[src/rtl/irqfe_pkg.sv]
/*
  Package for the interrupt flag and enable bank: register byte offsets,
  source indices, edge-select codes, reset values and the state carriers.
  Assumes a 32-bit APB with byte addresses and one aligned word per register.
*/
package irqfe_pkg;

  // Register byte offsets
  localparam logic [7:0] OFS_EDGE_SEL = 8'h00;
  localparam logic [7:0] OFS_CTRL_ZERO = 8'h04;
  localparam logic [7:0] OFS_CTRL_ONE = 8'h08;
  localparam logic [7:0] OFS_CTRL_TWO = 8'h0c;
  localparam logic [7:0] OFS_CTRL_THREE = 8'h10;

  // Number of request sources
  localparam int NUM_SRC = 15;

  // Source indices; a lower index wins when several are pending and enabled
  localparam logic [3:0] SRC_PIN = 4'h0;
  localparam logic [3:0] SRC_TOUCH = 4'h1;
  localparam logic [3:0] SRC_TICK0 = 4'h2;
  localparam logic [3:0] SRC_T0_CMP_P = 4'h3;
  localparam logic [3:0] SRC_T0_CMP_A = 4'h4;
  localparam logic [3:0] SRC_T1_CMP_P = 4'h5;
  localparam logic [3:0] SRC_T1_CMP_A = 4'h6;
  localparam logic [3:0] SRC_TICK1 = 4'h7;
  localparam logic [3:0] SRC_SERIAL_IF = 4'h8;
  localparam logic [3:0] SRC_NVM = 4'h9;
  localparam logic [3:0] SRC_ASYNC_SERIAL = 4'ha;
  localparam logic [3:0] SRC_LOW_VOLT = 4'hb;
  localparam logic [3:0] SRC_CONV = 4'hc;
  localparam logic [3:0] SRC_T2_CMP_P = 4'hd;
  localparam logic [3:0] SRC_T2_CMP_A = 4'he;

  // Field positions in the first control register
  localparam int CTRL0_EMI_POS = 0;
  localparam int CTRL0_UNUSED_POS = 7;

  // Edge-select codes of the external pin
  localparam logic [1:0] EDGE_OFF = 2'h0;
  localparam logic [1:0] EDGE_RISE = 2'h1;
  localparam logic [1:0] EDGE_FALL = 2'h2;
  localparam logic [1:0] EDGE_BOTH = 2'h3;

  // Reset values
  localparam logic [1:0] EDGE_SEL_RST = 2'h0;
  localparam logic [14:0] SRC_BITS_RST = 15'h0000;
  localparam logic EMI_RST = 1'b0;

  // APB request as seen by the slave
  typedef struct packed {
    logic sel;
    logic enable;
    logic write;
    logic [7:0] addr;
    logic [31:0] wdata;
  } irqfe_apb_req_t;

  // Whole state of the register bank
  typedef struct packed {
    logic [1:0] edge_sel;
    logic global_irq_en;
    logic [14:0] en;
    logic [14:0] flag;
    logic pready;
    logic slverr;
    logic [31:0] rdata;
    logic irq;
    logic [3:0] src;
    logic wake;
  } irqfe_state_t;

  // Whole state of the pin edge detector
  typedef struct packed {
    logic [2:0] sync;
    logic lvl;
    logic pulse;
  } irqfe_edge_state_t;

endpackage

[src/rtl/irqfe_pin_edge.sv]
/*
  External interrupt pin: three-stage synchroniser, agreement filter and
  edge detector steered by the two-bit edge select.
  Assumes the pin is asynchronous to SYS_CLK; output is a one-cycle pulse.
*/
`timescale 1ns/1ps
module irqfe_pin_edge (
  input wire logic clk,
  input wire logic rstn,
  input wire logic ce,
  input wire logic pin,
  input wire logic [1:0] edge_sel,
  output logic edge_pulse
);

  irqfe_pkg::irqfe_edge_state_t st_q; // Registered state
  irqfe_pkg::irqfe_edge_state_t st_d; // Next state
  logic rise; // Agreed level went up
  logic fall; // Agreed level went down

  // Stage 0 feeds stage 1 only; stages 1 and 2 must agree before a change counts
  always_comb begin
    st_d = st_q;
    rise = 1'b0;
    fall = 1'b0;
    st_d.sync = {st_q.sync[1:0], pin};
    st_d.pulse = 1'b0;
    if (st_q.sync[1] == st_q.sync[2]) begin
      // Stable sample: compare with the last agreed level
      rise = st_q.sync[2] & ~st_q.lvl;
      fall = ~st_q.sync[2] & st_q.lvl;
      st_d.lvl = st_q.sync[2];
    end
    case (edge_sel)
      irqfe_pkg::EDGE_OFF: st_d.pulse = 1'b0;
      irqfe_pkg::EDGE_RISE: st_d.pulse = rise;
      irqfe_pkg::EDGE_FALL: st_d.pulse = fall;
      irqfe_pkg::EDGE_BOTH: st_d.pulse = rise | fall;
      default: st_d.pulse = 1'b0;
    endcase
  end

  // Registers, frozen while the clock enable is low
  always_ff @(posedge clk or negedge rstn) begin
    if (!rstn) begin
      st_q <= '0;
    end else if (ce) begin
      st_q <= st_d;
    end
  end

  assign edge_pulse = st_q.pulse;

  // With the pin disabled no pulse may ever leave
  AST_EDGE_OFF: assert property (@(posedge clk) disable iff (!rstn)
    (ce && edge_sel == irqfe_pkg::EDGE_OFF) |=> !edge_pulse)
    else $error("pin pulse with edge select off");

endmodule // irqfe_pin_edge

[src/rtl/irqfe_bank.sv]
/*
  Interrupt request flag and enable bank with an APB register slave,
  external pin edge trigger, global enable, pending request, priority
  index and wake request toward the core.
  Assumes source events and the core acknowledge are one-cycle pulses
  on SYS_CLK; the pin is asynchronous.
*/
`timescale 1ns/1ps
module irqfe_bank (
  input wire logic SYS_CLK,
  input wire logic RSTN,
  input wire logic CE,
  input wire logic PSEL,
  input wire logic PENABLE,
  input wire logic PWRITE,
  input wire logic [7:0] PADDR,
  input wire logic [31:0] PWDATA,
  output logic [31:0] PRDATA,
  output logic PREADY,
  output logic PSLVERR,
  input wire logic INT_PIN,
  input wire logic [13:0] SRC_EVT,
  input wire logic IRQ_ACK,
  input wire logic [3:0] IRQ_ACK_SRC,
  output logic IRQ_REQ,
  output logic [3:0] IRQ_SRC,
  output logic WAKE_REQ
);

  irqfe_pkg::irqfe_apb_req_t req; // Bus request bundle
  irqfe_pkg::irqfe_state_t st_q; // Registered state
  irqfe_pkg::irqfe_state_t st_d; // Next state
  logic pin_edge; // Qualified pin edge pulse
  logic [14:0] evt_all; // All source events, pin in slot zero
  logic [14:0] wr_mask; // Flags written this cycle
  logic [14:0] wr_val; // Value written to those flags
  logic [14:0] ack_hit; // Flag selected by the core acknowledge
  logic [14:0] flag_nx; // Next flag values
  logic [14:0] live; // Pending and enabled
  logic [31:0] rd_mux; // Read data for the current address
  logic hit; // Address maps to a register
  logic commit; // Access phase completes this edge
  logic wr_commit; // Completing write to a mapped register

  assign req = '{sel: PSEL, enable: PENABLE, write: PWRITE, addr: PADDR, wdata: PWDATA};

  // Pin trigger path; the synchroniser lives in the leaf
  irqfe_pin_edge u_pin (
    .clk(SYS_CLK),
    .rstn(RSTN),
    .ce(CE),
    .pin(INT_PIN),
    .edge_sel(st_q.edge_sel),
    .edge_pulse(pin_edge)
  );

  assign evt_all = {SRC_EVT, pin_edge};
  assign commit = req.sel & req.enable & st_q.pready;
  assign wr_commit = commit & req.write & hit;
  assign live = st_q.flag & st_q.en;

  // Address decode and read mux; layouts are regular so slices suffice
  always_comb begin
    hit = 1'b1;
    rd_mux = 32'h0000_0000;
    case (req.addr)
      irqfe_pkg::OFS_EDGE_SEL: begin
        rd_mux = {30'h0000_0000, st_q.edge_sel};
      end
      irqfe_pkg::OFS_CTRL_ZERO: begin
        rd_mux = {24'h00_0000, 1'b0, st_q.flag[2:0], st_q.en[2:0], st_q.global_irq_en};
      end
      irqfe_pkg::OFS_CTRL_ONE: begin
        rd_mux = {24'h00_0000, st_q.flag[6:3], st_q.en[6:3]};
      end
      irqfe_pkg::OFS_CTRL_TWO: begin
        rd_mux = {24'h00_0000, st_q.flag[10:7], st_q.en[10:7]};
      end
      irqfe_pkg::OFS_CTRL_THREE: begin
        rd_mux = {24'h00_0000, st_q.flag[14:11], st_q.en[14:11]};
      end
      default: begin
        // Unmapped: zero data and an error answer
        hit = 1'b0;
      end
    endcase
  end

  // Which flags a completing write touches, and with what
  always_comb begin
    wr_mask = 15'h0000;
    wr_val = 15'h0000;
    if (wr_commit) begin
      case (req.addr)
        irqfe_pkg::OFS_CTRL_ZERO: begin
          wr_mask[2:0] = 3'h7;
          wr_val[2:0] = req.wdata[6:4];
        end
        irqfe_pkg::OFS_CTRL_ONE: begin
          wr_mask[6:3] = 4'hf;
          wr_val[6:3] = req.wdata[7:4];
        end
        irqfe_pkg::OFS_CTRL_TWO: begin
          wr_mask[10:7] = 4'hf;
          wr_val[10:7] = req.wdata[7:4];
        end
        irqfe_pkg::OFS_CTRL_THREE: begin
          wr_mask[14:11] = 4'hf;
          wr_val[14:11] = req.wdata[7:4];
        end
        default: begin
          wr_mask = 15'h0000;
        end
      endcase
    end
  end

  // Per-source flag: software value, then acknowledge clear, then event set
  // The event is applied last so a pulse landing on a clear is never lost
  genvar gi;
  for (gi = 0; gi < irqfe_pkg::NUM_SRC; gi++) begin : g_src
    logic base; // Flag value before clears and sets
    assign ack_hit[gi] = IRQ_ACK & (IRQ_ACK_SRC == 4'(gi));
    assign base = wr_mask[gi] ? wr_val[gi] : st_q.flag[gi];
    assign flag_nx[gi] = evt_all[gi] | (base & ~ack_hit[gi]);
  end

  // Next state of the whole bank
  always_comb begin
    st_d = st_q;
    st_d.flag = flag_nx;
    // Enables change only by software writes; the global enable also clears on acknowledge
    if (wr_commit) begin
      case (req.addr)
        irqfe_pkg::OFS_EDGE_SEL: begin
          st_d.edge_sel = req.wdata[1:0];
        end
        irqfe_pkg::OFS_CTRL_ZERO: begin
          st_d.en[2:0] = req.wdata[3:1];
          st_d.global_irq_en = req.wdata[irqfe_pkg::CTRL0_EMI_POS];
        end
        irqfe_pkg::OFS_CTRL_ONE: begin
          st_d.en[6:3] = req.wdata[3:0];
        end
        irqfe_pkg::OFS_CTRL_TWO: begin
          st_d.en[10:7] = req.wdata[3:0];
        end
        irqfe_pkg::OFS_CTRL_THREE: begin
          st_d.en[14:11] = req.wdata[3:0];
        end
        default: begin
          st_d.global_irq_en = st_q.global_irq_en;
        end
      endcase
    end
    // Service entry blocks nesting; this beats a same-cycle software set
    if (IRQ_ACK) begin
      st_d.global_irq_en = 1'b0;
    end
    // One wait state: ready rises on the first access cycle, then drops
    if (req.sel && req.enable && !st_q.pready) begin
      st_d.pready = 1'b1;
      st_d.rdata = rd_mux;
      st_d.slverr = ~hit;
    end else begin
      st_d.pready = 1'b0;
      st_d.slverr = 1'b0;
    end
    // Combined request, evaluated every cycle
    st_d.irq = st_q.global_irq_en & (|live);
    // Lowest index that is pending and enabled
    st_d.src = 4'h0;
    for (int k = irqfe_pkg::NUM_SRC - 1; k >= 0; k--) begin
      if (live[k]) begin
        st_d.src = 4'(k);
      end
    end
    // Wake-up ignores every enable on purpose
    st_d.wake = |st_q.flag;
  end

  // Registers, frozen while the clock enable is low
  always_ff @(posedge SYS_CLK or negedge RSTN) begin
    if (!RSTN) begin
      st_q <= '0;
      st_q.edge_sel <= irqfe_pkg::EDGE_SEL_RST;
      st_q.en <= irqfe_pkg::SRC_BITS_RST;
      st_q.flag <= irqfe_pkg::SRC_BITS_RST;
      st_q.global_irq_en <= irqfe_pkg::EMI_RST;
    end else if (CE) begin
      st_q <= st_d;
    end
  end

  // Outputs straight from the state registers
  assign PRDATA = st_q.rdata;
  assign PREADY = st_q.pready;
  assign PSLVERR = st_q.slverr;
  assign IRQ_REQ = st_q.irq;
  assign IRQ_SRC = st_q.src;
  assign WAKE_REQ = st_q.wake;

  // Helper: a read of the given register completes on this edge
  logic rd_edge_done;
  logic rd_ctrl0_done;
  assign rd_edge_done = commit && !req.write && req.addr == irqfe_pkg::OFS_EDGE_SEL;
  assign rd_ctrl0_done = commit && !req.write && req.addr == irqfe_pkg::OFS_CTRL_ZERO;

  AST_EDGE_UPPER_ZERO: assert property (@(posedge SYS_CLK) disable iff (!RSTN)
    rd_edge_done |-> (PRDATA[31:2] == 30'h0000_0000))
    else $error("edge select upper bits not zero");

  AST_CTRL0_TOP_ZERO: assert property (@(posedge SYS_CLK) disable iff (!RSTN)
    rd_ctrl0_done |-> (!PRDATA[irqfe_pkg::CTRL0_UNUSED_POS] && PRDATA[0] == $past(st_q.global_irq_en)))
    else $error("control zero layout wrong");

  AST_EVENT_SETS: assert property (@(posedge SYS_CLK) disable iff (!RSTN)
    (CE && evt_all != 15'h0000) |=> ((st_q.flag & $past(evt_all)) == $past(evt_all)))
    else $error("event did not set its flag");

  AST_GLOBAL_GATES: assert property (@(posedge SYS_CLK) disable iff (!RSTN)
    (CE && !st_q.global_irq_en) |=> !IRQ_REQ)
    else $error("request with global enable clear");

  AST_REQ_RAISED: assert property (@(posedge SYS_CLK) disable iff (!RSTN)
    (CE && st_q.global_irq_en && live != 15'h0000) |=> IRQ_REQ)
    else $error("enabled pending flag gave no request");

  AST_ACK_BLOCKS: assert property (@(posedge SYS_CLK) disable iff (!RSTN)
    (CE && IRQ_ACK) |=> (!st_q.global_irq_en ##1 (!IRQ_REQ || !$past(CE))))
    else $error("service did not clear global enable");

  AST_WAKE_ON_FLAG: assert property (@(posedge SYS_CLK) disable iff (!RSTN)
    (CE && st_q.flag != 15'h0000) |=> WAKE_REQ)
    else $error("set flag gave no wake request");

  AST_TICK0_WRITE: assert property (@(posedge SYS_CLK) disable iff (!RSTN)
    (CE && wr_commit && req.addr == irqfe_pkg::OFS_CTRL_ZERO && req.wdata[6]
      && !ack_hit[irqfe_pkg::SRC_TICK0])
      |=> st_q.flag[irqfe_pkg::SRC_TICK0])
    else $error("tick 0 flag not written");

  AST_T0_ENABLES: assert property (@(posedge SYS_CLK) disable iff (!RSTN)
    (CE && wr_commit && req.addr == irqfe_pkg::OFS_CTRL_ONE)
      |=> (st_q.en[irqfe_pkg::SRC_T0_CMP_A] == $past(req.wdata[1])
        && st_q.en[irqfe_pkg::SRC_T0_CMP_P] == $past(req.wdata[0])))
    else $error("timer 0 enables not written");

  AST_ONE_WAIT: assert property (@(posedge SYS_CLK) disable iff (!RSTN)
    (CE && req.sel && req.enable && !st_q.pready) |=> PREADY)
    else $error("access not answered after one wait");

  COV_IRQ: cover property (@(posedge SYS_CLK) disable iff (!RSTN) $rose(IRQ_REQ));
  COV_ACK: cover property (@(posedge SYS_CLK) disable iff (!RSTN) IRQ_ACK && IRQ_REQ);
  COV_PIN: cover property (@(posedge SYS_CLK) disable iff (!RSTN) pin_edge);
  COV_ERR: cover property (@(posedge SYS_CLK) disable iff (!RSTN) PSLVERR && PREADY);

endmodule // irqfe_bank

[config.mk]
export PLATFORM = sky130hd
export DESIGN_NAME = irqfe_bank
export DESIGN_NICKNAME = d
export VERILOG_FILES = /design/src/rtl/irqfe_pkg.sv /design/src/rtl/irqfe_pin_edge.sv /design/src/rtl/irqfe_bank.sv
export SDC_FILE = /design/constraint.sdc
export NUM_CORES = 1
export LEC_CHECK = 0
export BUFFER_PORTS_ARGS = -buffer_cell sky130_fd_sc_hd__clkbuf_2
export CORE_UTILIZATION = 46
export DETAILED_ROUTE_END_ITERATION = 6
export HOLD_SLACK_MARGIN = 0.02
export MAX_ROUTING_LAYER = met4
export PLACE_DENSITY_LB_ADDON = 0.25
export SYNTH_ARGS = -nofsm -noshare
export SYNTH_HDL_FRONTEND = slang
export SYNTH_SLANG_ARGS = --single-unit
[constraint.sdc]
create_clock -name SYS_CLK -period 1.4 [get_ports SYS_CLK]
set_input_delay 0.07 -clock SYS_CLK [delete_from_list [all_inputs] [get_ports SYS_CLK]]
set_output_delay 0.07 -clock SYS_CLK [all_outputs]
set_load 0.02 [all_outputs]
After elaboration in Yosys (flattened, before gate mapping)
Index checks and enable logic that the tools add are counted.
Word-level totals
  bits in registers: 78
  latch bits: 0
  RAM bits: 0
  memory bits (read-only): 0
  bits of input ports: 66
  output and inout port bits: 40
  logic and storage cells: 182
  memories: 0
Cells by class
  $add $sub $neg: 0
  multipliers: 0
  div/mod/pow operators: 0
  magnitude comparators: 0
  equal/unequal tests: 22
  shifts and indexed selects: 0
  multiplexer cells: 53
  bitwise gates (word level): 72
  reductions and logical operators: 19
Operator list (count)
  $mux 4: 24
  $pmux 8 s5: 1
  $and 1x1->1: 37
  $mux 15: 2
  $reduce_or 15->1: 2
  $eq 4x4->1 const B: 7
  $mux 1: 20
  $not 1->1: 18
  $reduce_and 3->1: 6
  $eq 4x3->1 const B: 4
  $eq 8x4->1 const B: 2
  $mux 16: 1
  $or 1x1->1: 16
  $and 15x15->15: 1
  $mux 3: 3
  $eq 4x2->1 const B: 2
  $eq 8x3->1 const B: 1
  $eq 8x5->1 const B: 1
  $logic_not 8->1: 1
  $reduce_or 5->1: 1
  $eq 2x2->1 const B: 2
  $eq 4x1->1 const B: 1
  $logic_not 4->1: 1
  $pmux 1 s4: 1
  8 further kinds: 11

Logic depth before layout (Yosys ltp)
  depth in word-level cells: 16
  mapped depth: 6
  mapped depth without buffers: 4

Modules after synthesis
From an unflattened synthesis, not the netlist that was laid out.
Unflattened totals
  cell total of the unflattened synthesis: 341
  area total of the unflattened synthesis: 3256.9 sq um
By module, submodules not included
  irqfe_bank: times used 1, cells an instance 323, area each 3027.9 sq um, seq. area each 1226.2 sq um
  irqfe_pin_edge: times used 1, cells an instance 18, area each 229.0 sq um, seq. area each 125.1 sq um

Least setup slack after synthesis
No wires, ideal clock.
  kind: register to register
  start: reg st_q, in the netlist PREADY
  end: reg st_q[41] (netlist bit)
  setup time: 121 ps
  arrival: 1531 ps
  required time: 1279 ps
  slack: -252 ps
  stages on the path, launching flop included: 6
  path buffers: 1
  period minus slack after synthesis: 1652 ps
  cell sequence: dfrtp_1 > and4_1 > clkbuf_1 > and4_1 > a31o_2 > a22o_1
Between the ends
  longest elaborated chain between the ends: 7
  elaborated cells on any way between the ends: 8
  those cells by class: mux (3); bitwise (5)
Ends and longest elaborated chain
  start: declaration: line irqfe_bank.sv:31  | irqfe_pkg::irqfe_state_t st_q;
  start signal: assignment: line irqfe_bank.sv:191  | st_q <= st_d;
  $and 1x1->1 *: line irqfe_bank.sv:58  | assign commit = req.sel & req.enable & st_q.pready;
  $and 1x1->1 * (2 in series): line irqfe_bank.sv:59  | assign wr_commit = commit & req.write & hit;
  $mux 15: line irqfe_bank.sv:93  | if (wr_commit) begin
  $mux 1 *: line irqfe_bank.sv:124  | assign base = wr_mask[gi] ? wr_val[gi] : st_q.flag[gi];
  $and 1x1->1 *: line irqfe_bank.sv:125  | assign flag_nx[gi] = evt_all[gi] | (base & ~ack_hit[gi]);
  $or 1x1->1 *: line irqfe_bank.sv:125
Every way passes the cells marked *; elsewhere a longest branch is shown, timed or not.
A chain may end at the register's enable or synchronous reset.

Worst setup path after layout
  start: reg st_q, in the netlist PREADY
  end: reg st_q[68] (netlist bit)
Between the ends
  longest elaborated chain between the ends: 4
Ends and longest elaborated chain (line)
  $and 1x1->1: irqfe_bank.sv:58
  $and 1x1->1 (2 in series): irqfe_bank.sv:59
  $reduce_and 3->1 (no source line)
Every way passes these cells.

==> impl_metrics.tcl <==
set metrics [dict create \
    status "finished with violations" \
    violations "setup timing" \
    final_max_slew_viol_count 0 \
    ys_types 49 \
    arrival_ps 1730 \
    wl_per_cell_um 18.1 \
    async_flop_share 1.00 \
    drt_iter0_markers 202 \
    postRouteAntennaNets 0 \
    grt_usage 0.276 \
    area_growth_pct 27.3 \
    die_area_um2 7590 \
    grt-ovfl-total 0 \
    max_cap_viol_count 0 \
    synth_top_family_by_area "simple AND/OR/NAND/NOR gates" \
    synth_common_cells "dfrtp_1, nand2_1, buf_4" \
    fillCellCount 597 \
    hold_violations 0 \
    critical_path_class "reg -> reg" \
    cpPeakStageDelay_ps 380 \
    netlist_instances 338 \
    startpoint_type "register" \
    stdcell_count 534 \
    ios 106 \
    avgViaCountPerCell 5.72 \
    cts_tree "built" \
    finalWirelength_mm 9.66 \
    synth_area_leader_cell "dfrtp_1" \
    clkSinkCount 54 \
    cp_data_required_time_ps 1610 \
    slew_headroom 0.651 \
    end_kind "register" \
    setup_ws_ps -129 \
    worst_pin_slew_ps 523 \
    cts_buffers 5 \
    synth.most_common_cell "dfrtp_1" \
    skew_ps 5.13 \
    slowest_stage "dfrtp_2" \
    path_buf_inv 1 \
    final_core_util 0.614 \
    synthSimpleGateAreaFrac 0.207 \
    die_x_um 87.1 \
    seq_area_frac_synth 0.406 \
    synth.cell_area_um2 3330 \
    clockBufferDepth 2 \
    fp.dieH_um 87.1 \
    post-route-min-period_ps 1530 \
    grt_pass1_vias 2939 \
    syn_area_per_cell_um2 9.86 \
    power_density_nw_per_um2 762 \
    synth_top_area_frac 0.406 \
    crit_family "simple AND/OR/NAND/NOR gates" \
    muxShareOfSynthArea 0.129 \
    first_pass_iters 5 \
    synth_fa_ha_area_frac 0 \
    start_util 0.482 \
    synth_edf_count 0 \
    drive_above_1_share 0.368 \
    vias 3053 \
    ys_top_cells_by_area "dfrtp_1, buf_4, mux2_2, mux2i_1, nand2_1" \
    postPlaceCellArea_um2 3900 \
    synth-xor-area-share 0 \
    ctsRootBufferMaster "clkbuf_8" \
    design_area_um2 4240 \
    cp_cell_sequence "and4_1, and4bb_4, buf_6, nand2_4, mux2_4" \
    fin_crit_sh 1.09 \
    hp-class "in -> reg" \
    row_count 30 \
    grt_pass1_wl_mm 15.1 \
    path_clk_slew_ps 100 \
    clk_latency_ps 310 \
    leakagePower_uw 0.00203 \
    gp_congestion 0.937 \
    grt_max_degree 34 \
    ir_drop_uv 376 \
    final_nets 503 \
    ys_warn_count 0 \
    fin_setup_tns_ps -1660 \
    cts_max_level 2 \
    synth-compound-area-share 0.154 \
    diodes 0 \
    setup_violations 28 \
    ys_ff_latch 54 \
    core-area_um2 6910 \
    portBuffers 57 \
    drc_errors 0 \
    antenna_found_initial 0 \
    dp_cells 509 \
    crit_fanout 5 \
    rsz0062_at_grt "true" \
    hpwl_mm 7.36 \
    fmaxAchievable_mhz 654 \
    synth_flop_cell "dfrtp_1" \
    holdWs_ps 22.6 \
]
## kinds of logic after synthesis
group,after synthesis
simple gates,125
compound gates,68
flops,54
buf+inv,52
mux,38
other cells,1
## sequential cells by signal, summed over array words and instances, names as in the netlist
name              flops
PREADY                1
PSLVERR               1
IRQ_REQ               1
u_pin.st_d            2
PRDATA                8
WAKE_REQ              1
u_pin.st_q            2
u_pin.edge_pulse      1
st_q                 33
IRQ_SRC               4
## layer usage
metal	GRT usage	vias up	share of wire
li1	-	1409	-
met1	0.362	1487	0.44
met2	0.443	139	0.48
met3	0.0133	18	0.051
met4	0.127	0	0.029
met5	-	-	0
## path summary, 6_finish.rpt
| path | to | slack (ps) | from | cells past startpoint |
|---|---|---|---|---|
| max in group asynchronous | WAKE_REQ | 590 | RSTN | 3 |
| hold / removal | st_q[52] | 20 | SRC_EVT[11] | 3 |
| setup / recovery | st_q[68] | -130 | PREADY | 5 |
| hold reg to reg | PRDATA[1] | 500 | PRDATA[1] | 2 |
| setup reg to reg | st_q[68] | -130 | PREADY | 5 |
| min in group asynchronous | PRDATA[0] | 260 | RSTN | 2 |
## tightest hold or removal path, stage by stage
cell and delay, ps:
clkbuf_2 80, mux2i_1 70, nand3_2 80
## what timing repair did
action,CTS,global route
setup endpoints to repair,28,42
endpoints found under the hold margin,26,0
setup buffers,3,5
resized for setup,8,12
hold buffers,9,0
pin swaps,7,13
## cells in the final DEF (no fill, tap or decap), drive strengths merged, types with 10 or more instances in the layout
cell type   n
clkbuf     62
dfrtp      54
buf        53
nand2      41
nand3      25
conb       24
mux2       20
mux2i      16
nand4      10
o21ai      10
## metrics by stage
step | setup slack (ps) | total power, µW
6_report | -129 | 3230
5_1_grt | -183 | 3380
4_1_cts | -85.7 | 3230
3_5_place_dp | -364 | 2180
3_3_place_gp | -311 | 2160
2_1_floorplan | -202 | 1980
## where the power goes
part | switching [µW] | internal, µW | total, µW | leakage [µW]
clock | 509 | 534 | 1040 | 0.0000514
combinational | 312 | 233 | 545 | 0.00132
sequential | 44.6 | 1600 | 1650 | 0.000661
## layout make-up
class | count | area, µm² | area share
clock buffers | 6 | 72.6 | 0.0171
repair buffers | 118 | 823 | 0.194
flip-flops and latches | 54 | 1350 | 0.319
well taps | 96 | 120 | 0.0283
multi-input cells | 255 | 1820 | 0.430
inverters | 3 | 11.3 | 0.00265
clock inverters | 2 | 37.5 | 0.00885
Power figures use the tool's default switching activity.
